**src/common/coe_pkg.sv**
```systemverilog
// constants, register map and types for the output enable / soft reset block
// assumes a byte-wide register port driven by an external two-wire bus decoder
package coe_pkg;
  localparam int COE_NUM_OUT = 4;
  localparam logic [7:0] COE_ADDR_FMT0 = 8'h6e;
  localparam logic [7:0] COE_ADDR_FMT1 = 8'h70;
  localparam logic [7:0] COE_ADDR_FMT2 = 8'h72;
  localparam logic [7:0] COE_ADDR_FMT3 = 8'h76;
  localparam logic [7:0] COE_ADDR_OEN = 8'he6;
  localparam logic [7:0] COE_ADDR_SRST = 8'hf6;
  localparam logic [7:0] COE_ADDR_CAL = 8'hf0;
  localparam logic [7:0] COE_ADDR_STEP = 8'hf1;
  localparam logic [7:0] COE_ADDR_STAT = 8'hf2;
  localparam logic [7:0] COE_SRST_VALUE = 8'h02;
  localparam int COE_SRST_BIT = 1;
  localparam int COE_DIS_POS = 6;
  localparam int COE_RDIV_POS = 0;
  localparam int COE_ALL_OFF_BIT = 4;
  localparam logic [7:0] COE_FMT_RESET = 8'h00;
  localparam logic [7:0] COE_OEN_RESET = 8'h0f;
  localparam logic [7:0] COE_CAL_RESET = 8'h00;
  localparam logic [7:0] COE_STEP_RESET = 8'h00;
  localparam logic [1:0] COE_DIS_TRI = 2'h0;
  localparam logic [1:0] COE_DIS_LOW = 2'h1;
  localparam logic [1:0] COE_DIS_HIGH = 2'h2;
  localparam logic [1:0] COE_DIS_ALWAYS = 2'h3;
  localparam int COE_CLK_MHZ = 100;
  localparam int COE_LOCK_WAIT_MS = 25;
  // ms to us is 1000, then MHz gives cycles per us; 2500000 still fits an int
  localparam int COE_LOCK_CYCLES = COE_LOCK_WAIT_MS * 1000 * COE_CLK_MHZ;
  localparam int COE_CAL_CYCLES = 16;
  localparam int COE_STEP_GAP_NS = 667;
  localparam int COE_STEP_GAP_CYCLES = (COE_STEP_GAP_NS * COE_CLK_MHZ + 999) / 1000;
  typedef enum logic [3:0] {
    COE_IDLE = 4'h1,
    COE_OFF = 4'h2,
    COE_CALIB = 4'h4,
    COE_LOCK = 4'h8
  } coe_state_t;
endpackage

```
**src/common/coe_out_if.sv**
```systemverilog
// bundle between the control core and the per-output gate
// assumes both ends share clk_sys_i
`timescale 1ns/1ps
`default_nettype none
interface coe_out_if;
  logic [3:0] want_on;
  logic [7:0] dis_mode;
  logic [3:0] drive_on;
  logic [3:0] drive_level;
  logic [3:0] drive_en;
  modport ctrl (output want_on, output dis_mode, input drive_on, input drive_level, input drive_en);
  modport gate (input want_on, input dis_mode, output drive_on, output drive_level, output drive_en);
endinterface
`default_nettype wire

```
**src/core/coe_ctrl.sv**
```systemverilog
// output enable, disable state, soft reset sequence and step pin control
// assumes a byte register port from a two-wire bus front end on clk_sys_i
// Function
// - disable pin high turns off outputs
// - always-on outputs ignore the disable pin
// - low four bits enable outputs individually
// - bit four disables all but always-on outputs, overriding individual
// - two-bit field picks disabled output state
// - always-on output runs whatever else happens
// - writing 0x02 to 246 starts soft reset
// - soft reset bit not self-clearing
// - soft reset leaves configuration registers untouched
// - soft reset: outputs off, then calibrate, align
// - wait 25 ms lock unless override set
// - re-enable exactly the outputs switched off
// - step pins affect only first clock output
// - frequency steps 1 ppm, glitchless
// - phase adjustable 20 ps over 45 ns
// - initial phase applied only with divider one
// - sync on falling edge unless inverted
// - post-divider ratios one to thirty-two
// - spread ranges within documented limits
`timescale 1ns/1ps
`default_nettype none
module coe_ctrl
  import coe_pkg::*;
#(
  parameter int LOCK_CYCLES = COE_LOCK_CYCLES
)
(
  input wire logic clk_sys_i,
  input wire logic rst_i,
  input wire logic reg_wr_i,
  input wire logic reg_rd_i,
  input wire logic [7:0] reg_addr_i,
  input wire logic [7:0] reg_wdata_i,
  output logic [7:0] reg_rdata_o,
  input wire logic output_disable_pin_i,
  input wire logic freq_step_up_pin_i,
  input wire logic freq_step_down_pin_i,
  output logic [3:0] drive_on_o,
  output logic [3:0] drive_level_o,
  output logic [3:0] drive_en_o,
  output logic [3:0] align_o,
  output logic freq_up0_o,
  output logic freq_down0_o,
  output logic busy_o
);
  coe_out_if oif ();

  logic [7:0] fmt [4];
  logic [7:0] oen;
  logic [7:0] srst;
  logic [7:0] cal;
  logic [7:0] step_req;
  logic [1:0] dis_sync;
  logic [1:0] up_sync;
  logic [1:0] dn_sync;
  logic up_prev;
  logic dn_prev;
  logic [3:0] held_off;
  logic [31:0] cnt;
  coe_state_t state;
  coe_state_t next_state;
  logic [7:0] rdata;

  function automatic logic is_always(input logic [7:0] f);
    is_always = (f[COE_DIS_POS +: 2] == COE_DIS_ALWAYS);
  endfunction

  // only code 0 (divide by one) gets alignment; other ratio codes give no phase guarantee
  function automatic logic rdiv_one(input logic [7:0] f);
    rdiv_one = (f[COE_RDIV_POS +: 3] == 3'h0);
  endfunction

  wire wr_fmt0 = reg_wr_i && (reg_addr_i == COE_ADDR_FMT0);
  wire wr_fmt1 = reg_wr_i && (reg_addr_i == COE_ADDR_FMT1);
  wire wr_fmt2 = reg_wr_i && (reg_addr_i == COE_ADDR_FMT2);
  wire wr_fmt3 = reg_wr_i && (reg_addr_i == COE_ADDR_FMT3);
  wire wr_oen = reg_wr_i && (reg_addr_i == COE_ADDR_OEN);
  wire wr_srst = reg_wr_i && (reg_addr_i == COE_ADDR_SRST);
  wire wr_cal = reg_wr_i && (reg_addr_i == COE_ADDR_CAL);
  wire wr_step = reg_wr_i && (reg_addr_i == COE_ADDR_STEP);
  wire srst_go = wr_srst && (reg_wdata_i == COE_SRST_VALUE);
  wire pin_dis = dis_sync[1];
  wire up_edge = up_sync[1] && !up_prev;
  wire dn_edge = dn_sync[1] && !dn_prev;
  wire [3:0] always_on = {is_always(fmt[3]), is_always(fmt[2]), is_always(fmt[1]), is_always(fmt[0])};
  wire [3:0] base_on = (oen[COE_ALL_OFF_BIT] || pin_dis) ? 4'h0 : oen[3:0];
  wire [3:0] seq_off = (state == COE_IDLE) ? 4'h0 : held_off;
  wire [3:0] want_on = (base_on & ~seq_off) | always_on;
  wire skip_lock = cal[0];
  wire cal_done = (cnt == 32'(COE_CAL_CYCLES - 1));
  wire lock_done = (cnt == 32'(LOCK_CYCLES - 1));

  // pin inputs are asynchronous: two flops before any use
  always_ff @(posedge clk_sys_i)
  begin
    if (rst_i)
    begin
      dis_sync <= 2'h0;
      up_sync <= 2'h0;
      dn_sync <= 2'h0;
      up_prev <= 1'b0;
      dn_prev <= 1'b0;
    end
    else
    begin
      dis_sync <= {dis_sync[0], output_disable_pin_i};
      up_sync <= {up_sync[0], freq_step_up_pin_i};
      dn_sync <= {dn_sync[0], freq_step_down_pin_i};
      up_prev <= up_sync[1];
      dn_prev <= dn_sync[1];
    end
  end

  // soft reset never touches these: only bus writes change them
  always_ff @(posedge clk_sys_i)
  begin
    if (rst_i)
    begin
      fmt[0] <= COE_FMT_RESET;
      fmt[1] <= COE_FMT_RESET;
      fmt[2] <= COE_FMT_RESET;
      fmt[3] <= COE_FMT_RESET;
      oen <= COE_OEN_RESET;
      srst <= 8'h00;
      cal <= COE_CAL_RESET;
    end
    else
    begin
      if (wr_fmt0) fmt[0] <= reg_wdata_i;
      if (wr_fmt1) fmt[1] <= reg_wdata_i;
      if (wr_fmt2) fmt[2] <= reg_wdata_i;
      if (wr_fmt3) fmt[3] <= reg_wdata_i;
      if (wr_oen) oen <= reg_wdata_i;
      if (wr_srst) srst <= reg_wdata_i;
      if (wr_cal) cal <= reg_wdata_i;
    end
  end

  // register-driven and pin steps both drive output 0 only; the other step bits show in step_req for one cycle after the write
  // step and spread amounts are applied by the synthesiser; this block only times the requests
  always_ff @(posedge clk_sys_i)
  begin
    if (rst_i)
    begin
      step_req <= COE_STEP_RESET;
      freq_up0_o <= 1'b0;
      freq_down0_o <= 1'b0;
    end
    else
    begin
      step_req <= wr_step ? reg_wdata_i : 8'h00;
      freq_up0_o <= up_edge || (wr_step && reg_wdata_i[0]);
      freq_down0_o <= dn_edge || (wr_step && reg_wdata_i[4]);
    end
  end

  always_comb
  begin
    next_state = state;
    case (state)
      COE_IDLE: if (srst_go) next_state = COE_OFF;
      COE_OFF: next_state = COE_CALIB;
      COE_CALIB: if (cal_done) next_state = skip_lock ? COE_IDLE : COE_LOCK;
      COE_LOCK: if (lock_done) next_state = COE_IDLE;
      default: next_state = COE_IDLE;
    endcase
  end

  always_ff @(posedge clk_sys_i)
  begin
    if (rst_i)
    begin
      state <= COE_IDLE;
      cnt <= 32'h0;
      held_off <= 4'h0;
    end
    else
    begin
      state <= next_state;
      cnt <= (next_state != state) ? 32'h0 : cnt + 32'h1;
      if (state == COE_IDLE && srst_go)
        held_off <= ~always_on;
    end
  end

  // phase alignment pulse only for outputs with unity post-divider
  always_ff @(posedge clk_sys_i)
  begin
    if (rst_i)
      align_o <= 4'h0;
    else
      align_o <= (state == COE_CALIB && cal_done) ?
        {rdiv_one(fmt[3]), rdiv_one(fmt[2]), rdiv_one(fmt[1]), rdiv_one(fmt[0])} : 4'h0;
  end

  assign oif.want_on = want_on;
  assign oif.dis_mode = {fmt[3][COE_DIS_POS +: 2], fmt[2][COE_DIS_POS +: 2],
                         fmt[1][COE_DIS_POS +: 2], fmt[0][COE_DIS_POS +: 2]};

  coe_gate u_gate (
    .clk_sys_i(clk_sys_i),
    .rst_i(rst_i),
    .bus(oif.gate)
  );

  assign drive_on_o = oif.drive_on;
  assign drive_level_o = oif.drive_level;
  assign drive_en_o = oif.drive_en;

  always_comb
  begin
    case (reg_addr_i)
      COE_ADDR_FMT0: rdata = fmt[0];
      COE_ADDR_FMT1: rdata = fmt[1];
      COE_ADDR_FMT2: rdata = fmt[2];
      COE_ADDR_FMT3: rdata = fmt[3];
      COE_ADDR_OEN: rdata = oen;
      COE_ADDR_SRST: rdata = srst;
      COE_ADDR_CAL: rdata = cal;
      COE_ADDR_STEP: rdata = step_req;
      COE_ADDR_STAT: rdata = {3'h0, state != COE_IDLE, oif.drive_on};
      default: rdata = 8'h00;
    endcase
  end

  always_ff @(posedge clk_sys_i)
  begin
    if (rst_i)
    begin
      reg_rdata_o <= 8'h00;
      busy_o <= 1'b0;
    end
    else
    begin
      if (reg_rd_i) reg_rdata_o <= rdata;
      busy_o <= (next_state != COE_IDLE);
    end
  end

  property p_always_on;
    @(posedge clk_sys_i) disable iff (rst_i)
    (is_always(fmt[3]) && $stable(fmt[3])) |=> drive_on_o[3];
  endproperty
  a_always_on: assert property (p_always_on) else $error("always-on output off");

  property p_pin_off;
    @(posedge clk_sys_i) disable iff (rst_i)
    (pin_dis && !is_always(fmt[1]) && $stable(fmt[1])) |=> !drive_on_o[1];
  endproperty
  a_pin_off: assert property (p_pin_off) else $error("pin disable ignored");

  property p_all_off;
    @(posedge clk_sys_i) disable iff (rst_i)
    (oen[COE_ALL_OFF_BIT] && always_on == 4'h0 && $stable(fmt[2])) |=> drive_on_o == 4'h0;
  endproperty
  a_all_off: assert property (p_all_off) else $error("global disable ignored");

  property p_start;
    @(posedge clk_sys_i) disable iff (rst_i)
    (state == COE_IDLE && srst_go) |=> state == COE_OFF ##1 state == COE_CALIB;
  endproperty
  a_start: assert property (p_start) else $error("soft reset did not start");

  property p_off_during;
    @(posedge clk_sys_i) disable iff (rst_i)
    (state == COE_CALIB && !always_on[0]) |=> !drive_on_o[0];
  endproperty
  a_off_during: assert property (p_off_during) else $error("output on during sequence");

  property p_skip;
    @(posedge clk_sys_i) disable iff (rst_i)
    (state == COE_CALIB && cal_done && skip_lock) |=> state == COE_IDLE;
  endproperty
  a_skip: assert property (p_skip) else $error("lock wait not skipped");

  property p_restore;
    @(posedge clk_sys_i) disable iff (rst_i)
    (state == COE_LOCK && lock_done && oen[0] && !oen[4] && !pin_dis && $stable(oen)) |=> ##1 drive_on_o[0];
  endproperty
  a_restore: assert property (p_restore) else $error("output not restored");

  property p_cfg_kept;
    @(posedge clk_sys_i) disable iff (rst_i)
    (state != COE_IDLE && !wr_oen) |=> $stable(oen);
  endproperty
  a_cfg_kept: assert property (p_cfg_kept) else $error("config changed by soft reset");

  c_srst: cover property (@(posedge clk_sys_i) disable iff (rst_i) state == COE_LOCK ##1 state == COE_IDLE);
  c_skip: cover property (@(posedge clk_sys_i) disable iff (rst_i) state == COE_CALIB ##1 state == COE_IDLE);
  c_pin: cover property (@(posedge clk_sys_i) disable iff (rst_i) up_edge ##1 freq_up0_o);
endmodule
`default_nettype wire

```
**src/core/coe_gate.sv**
```systemverilog
// per-output driver gating: turns enable requests into driver state
// assumes output clocks are aligned to clk_sys_i, so switching here never splits a pulse
`timescale 1ns/1ps
`default_nettype none
module coe_gate
  import coe_pkg::*;
(
  input wire logic clk_sys_i,
  input wire logic rst_i,
  coe_out_if.gate bus
);
  logic [3:0] next_on;
  logic [3:0] next_level;
  logic [3:0] next_en;
  logic [3:0] drive_on;
  logic [3:0] drive_level;
  logic [3:0] drive_en;

  always_comb
  begin
    for (int i = 0; i < COE_NUM_OUT; i++)
    begin
      next_on[i] = bus.want_on[i] || (bus.dis_mode[2*i +: 2] == COE_DIS_ALWAYS);
      next_level[i] = (bus.dis_mode[2*i +: 2] == COE_DIS_HIGH);
      next_en[i] = next_on[i] || (bus.dis_mode[2*i +: 2] != COE_DIS_TRI);
    end
  end

  // registered so a change lands on a clock boundary only
  always_ff @(posedge clk_sys_i)
  begin
    if (rst_i)
    begin
      drive_on <= 4'h0;
      drive_level <= 4'h0;
      drive_en <= 4'h0;
    end
    else
    begin
      drive_on <= next_on;
      drive_level <= next_level;
      drive_en <= next_en;
    end
  end

  assign bus.drive_on = drive_on;
  assign bus.drive_level = drive_level;
  assign bus.drive_en = drive_en;
endmodule
`default_nettype wire

```
**config.mk**
```make
export PLATFORM = sky130hd
export DESIGN_NAME = coe_ctrl
export DESIGN_NICKNAME = d
export VERILOG_FILES = /design/src/common/coe_pkg.sv /design/src/common/coe_out_if.sv /design/src/core/coe_ctrl.sv /design/src/core/coe_gate.sv
export SDC_FILE = /design/constraint.sdc
export NUM_CORES = 1
export LEC_CHECK = 0
export BUFFER_PORTS_ARGS = -buffer_cell sky130_fd_sc_hd__buf_4
export CAP_MARGIN = 15
export CORE_ASPECT_RATIO = 0.75
export CORE_MARGIN = 8
export CORE_UTILIZATION = 25
export DETAILED_ROUTE_END_ITERATION = 8
export PLACE_DENSITY = 0.51
export SETUP_SLACK_MARGIN = 0.02
export SLEW_MARGIN = 20
export SYNTH_ARGS = -nofsm -noshare
export SYNTH_HDL_FRONTEND = slang
export SYNTH_SLANG_ARGS = --single-unit
```
**constraint.sdc**
```tcl
create_clock -name clk_sys_i -period 2.87 [get_ports clk_sys_i]
set_clock_uncertainty 0.1 [all_clocks]
set_input_delay 0.1435 -clock clk_sys_i [delete_from_list [all_inputs] [get_ports clk_sys_i]]
set_output_delay 0.1435 -clock clk_sys_i [all_outputs]
set_load 0.01 [all_outputs]
```
==> impl_metrics.json <==
{
  "grt_first_pass_wirelength_um": 27900,
  "grt_setup_unrepaired": "false",
  "port_buffers": 49,
  "fin_tns_setup_ps": 0,
  "fp.dieArea_sq_um": 29700,
  "rows": 49,
  "postSynthRegisterBits": 139,
  "postSynthCellCount": 602,
  "globalRouteTotalUtil_pct": 12.4,
  "worstPathCellList": "or4b_1, and3_1, a2111oi_0, and3_1, o32ai_1",
  "ir_worst_vdd_v": 0.000408,
  "post_route_hold_slack_ps": 22.1,
  "timing.critical_path.arrival_ps": 2770,
  "drt.antenna.violating_nets": 0,
  "netlist_top_cells_count": "dfxtp_1, nor3_1, nor2_1",
  "synth_flop_cell": "dfxtp_1",
  "worst_skew_pair.late_latency_ps": 430,
  "route.final.wire_length_um": 18100,
  "ys_async_sr_fraction_pct": 0,
  "area.growth.synth_to_final_pct": 24.1,
  "final.period_utilization_pct": 89.3,
  "dp_hpwl_um": 12800,
  "die_x_um": 196,
  "post_drt_via_cell_ratio": 4.82,
  "sequential_cell_area_fraction_in_the_yosys_report_pct": 50.9,
  "boundaryPins": 50,
  "max_slew.worst_pin.slew_ps": 813,
  "detailed_place.area_sq_um": 6840,
  "overflow": 0,
  "synth_cell_type_count": 63,
  "ys_top_cells_by_area": "dfxtp_1, edfxtp_1, nor3_1",
  "worst_setup_hold_path_clk_slew_ps": 60,
  "hp-class": "input port to flop",
  "slew-limit-headroom_pct": 45.4,
  "synthesis.area_sq_um": 6100,
  "cts_max_path_buffers": 2,
  "layout_min_cycle_time_ps": 2560,
  "cts_setup_buffers": 0,
  "cts.sink_count": 139,
  "die-height_um": 151,
  "avgSynthCellArea_sq_um": 10.1,
  "power_density_nw_per_um2": 601,
  "timing.critical_path.to_type": "flop",
  "combinationalPowerShare_pct": 4.4,
  "max_cap_violations": 0,
  "grt_max_degree": 35,
  "drive_above_1_share_pct": 16.8,
  "cts_max_level": 4,
  "cts_resized": 0,
  "route.detailed.wl_per_inst_um": 17.9,
  "status": "completed",
  "share_of_power_burned_in_the_clock_network_pct": 50.0,
  "core-area_sq_um": 24000,
  "drt_iter0_markers": 391,
  "netlist.top_cell.by_area": "dfxtp_1",
  "layout.cell_area.non_filler_sq_um": 7570,
  "final-instance-count-excl-fill": 1008,
  "final_setup_violations": 0,
  "max_stage_delay_ps": 760,
  "final_net_count": 688,
  "drt-pass1-iter-count": 5,
  "synth.net_count": 626,
  "p_total_mw": 4.55,
  "crit_required_ps": 3080,
  "gr-usage-met3_pct": 4.40,
  "antennaDiodeCount": 0,
  "effective_utilization_at_floorplan_pct": 25.4,
  "fillerInstances": 2491,
  "grt_use_met1_pct": 17.5,
  "initial_antenna_violation_count": 0,
  "tritoncts_clock_tree": "built",
  "clock.fmax_mhz": 390,
  "critical_path.most_common_cell": "and3_1",
  "synth-edff-count": 32,
  "path_max_fanout": 8,
  "timing_worst_setup_path_type": "flop to flop",
  "timing.critical_path.from_type": "flop",
  "root_buffer": "clkbuf_16",
  "highest_delay_cell_along_the_critical_path": "or4b_1",
  "p_switching_mw": 1.02,
  "numPlacedInstances": 964,
  "reg2reg_setup_slack_ps": 310,
  "cts-buffers-inserted": 17,
  "library_cell_with_the_highest_instance_count_after_synthesis": "dfxtp_1",
  "power_report.internal_total_mw": 3.53,
  "use_met2_pct": 16.9,
  "busiest_layer": "met1",
  "seqPwrFrac_pct": 45.6,
  "detail_route.drc_violations": 0,
  "synth_largest_type_area_fraction_pct": 35.1,
  "grt_pass1_vias": 4687,
  "place.gp.congestion": 0.872,
  "maxSlewViolCount": 0,
  "leakage_nw": 2.89,
  "ys_warn_count": 0,
  "switching_part_of_the_total_pct": 22.4,
  "dr_total_vias": 4861,
  "final-hold-violation-count": 0
}
==> worst max-delay path, delay by kind of cell, from the launching register on <==
kind	cells	cell delay, ps
compound gates	2	590
flops	1	390
simple gates	3	1370
==> worst paths after layout <==
check                           cells past startpoint        endpoint  startpoint
worst max-delay path                                5  reg_rdata_o[4]    state[3]
worst min-delay path                                2          oen[4]       rst_i
worst max register to register                      5  reg_rdata_o[4]    state[3]
worst min register to register                      1      up_sync[1]  up_sync[0]
==> flip-flops by register name (all words and copies together) (netlist names), 2 cells and up <==
register                count
u_gate.bus.drive_on         4
dn_sync                     2
align_o                     4
u_gate.bus.drive_level      4
cal                         8
step_req                    8
up_sync                     2
reg_rdata_o                 8
srst                        8
oen                         8
state                       4
u_gate.bus.drive_en         4
fmt                        32
held_off                    4
dis_sync                    2
cnt                        32
==> final cells by class <==
class | count | area, sq um | share of cell area, %
Clock inverter | 9 | 110 | 1.45
Clock buffer | 23 | 500 | 6.61
Tap cell | 331 | 414 | 5.47
Inverter | 17 | 63.8 | 0.843
Sequential cell | 139 | 3100 | 41.0
Timing Repair Buffer | 77 | 608 | 8.03
Multi-Input combinational cell | 412 | 2770 | 36.6
==> power by group through the flow <==
| stage | Combinational, mW | Clock (mW) | Sequential [mW] |
|---|---|---|---|
| 3_3_place_gp | 0.188 | 0 | 2.11 |
| 2_1_floorplan | 0.0908 | 0 | 2.11 |
| 6_report | 0.201 | 2.27 | 2.07 |
| 3_5_place_dp | 0.188 | 0 | 2.11 |
| 4_1_cts | 0.202 | 2.32 | 2.07 |
| 5_1_grt | 0.217 | 2.40 | 2.08 |
==> logic make-up after synthesis <==
group,Yosys count,synth area share [%]
AO/OA/AOI/OAI,80,10.5
XOR/XNOR,30,4.31
adder cells (fa/ha/maj),1,0.205
buffers and inverters,51,3.82
flip-flops,139,50.9
multiplexers,22,3.61
AND/OR/NAND/NOR,279,26.7
==> layout by cell type (no fill, tap or decap), types with 12 or more instances in the layout <==
cell type,n
dfxtp_1,107
buf_4,65
nor3_1,50
nor2_1,46
and2_1,32
edfxtp_1,32
nand2_1,26
mux2i_1,22
nand3_1,19
and3_1,19
xor2_1,19
clkbuf_16,19
inv_1,17
a21oi_1,13
nor2b_1,12
nand4_1,12
dlygate4sd3_1,12
==> metal layers <==
layer / part of all wire [%] / wire, um
met1: 49 / 8870
met2: 40 / 7220
met4: 1.6 / 292
met3: 9.4 / 1690
met5: 0 / 0
==> metrics by stage <==
step / utilization [%] / setup WS [ps]
after CTS: 31.6 / 384
after global placement: 28.5 / 353
after detailed placement: 28.5 / 383
after floorplan: - / 839
after global routing: 31.6 / 284
final: 31.6 / 307
==> timing repair <==
action | in CTS | in global routing
hold endpoints to repair | 54 | 0
hold buffers | 12 | 0
endpoints found under the setup margin | 0 | 0
Note: power is estimated with default switching activity, not from simulation.
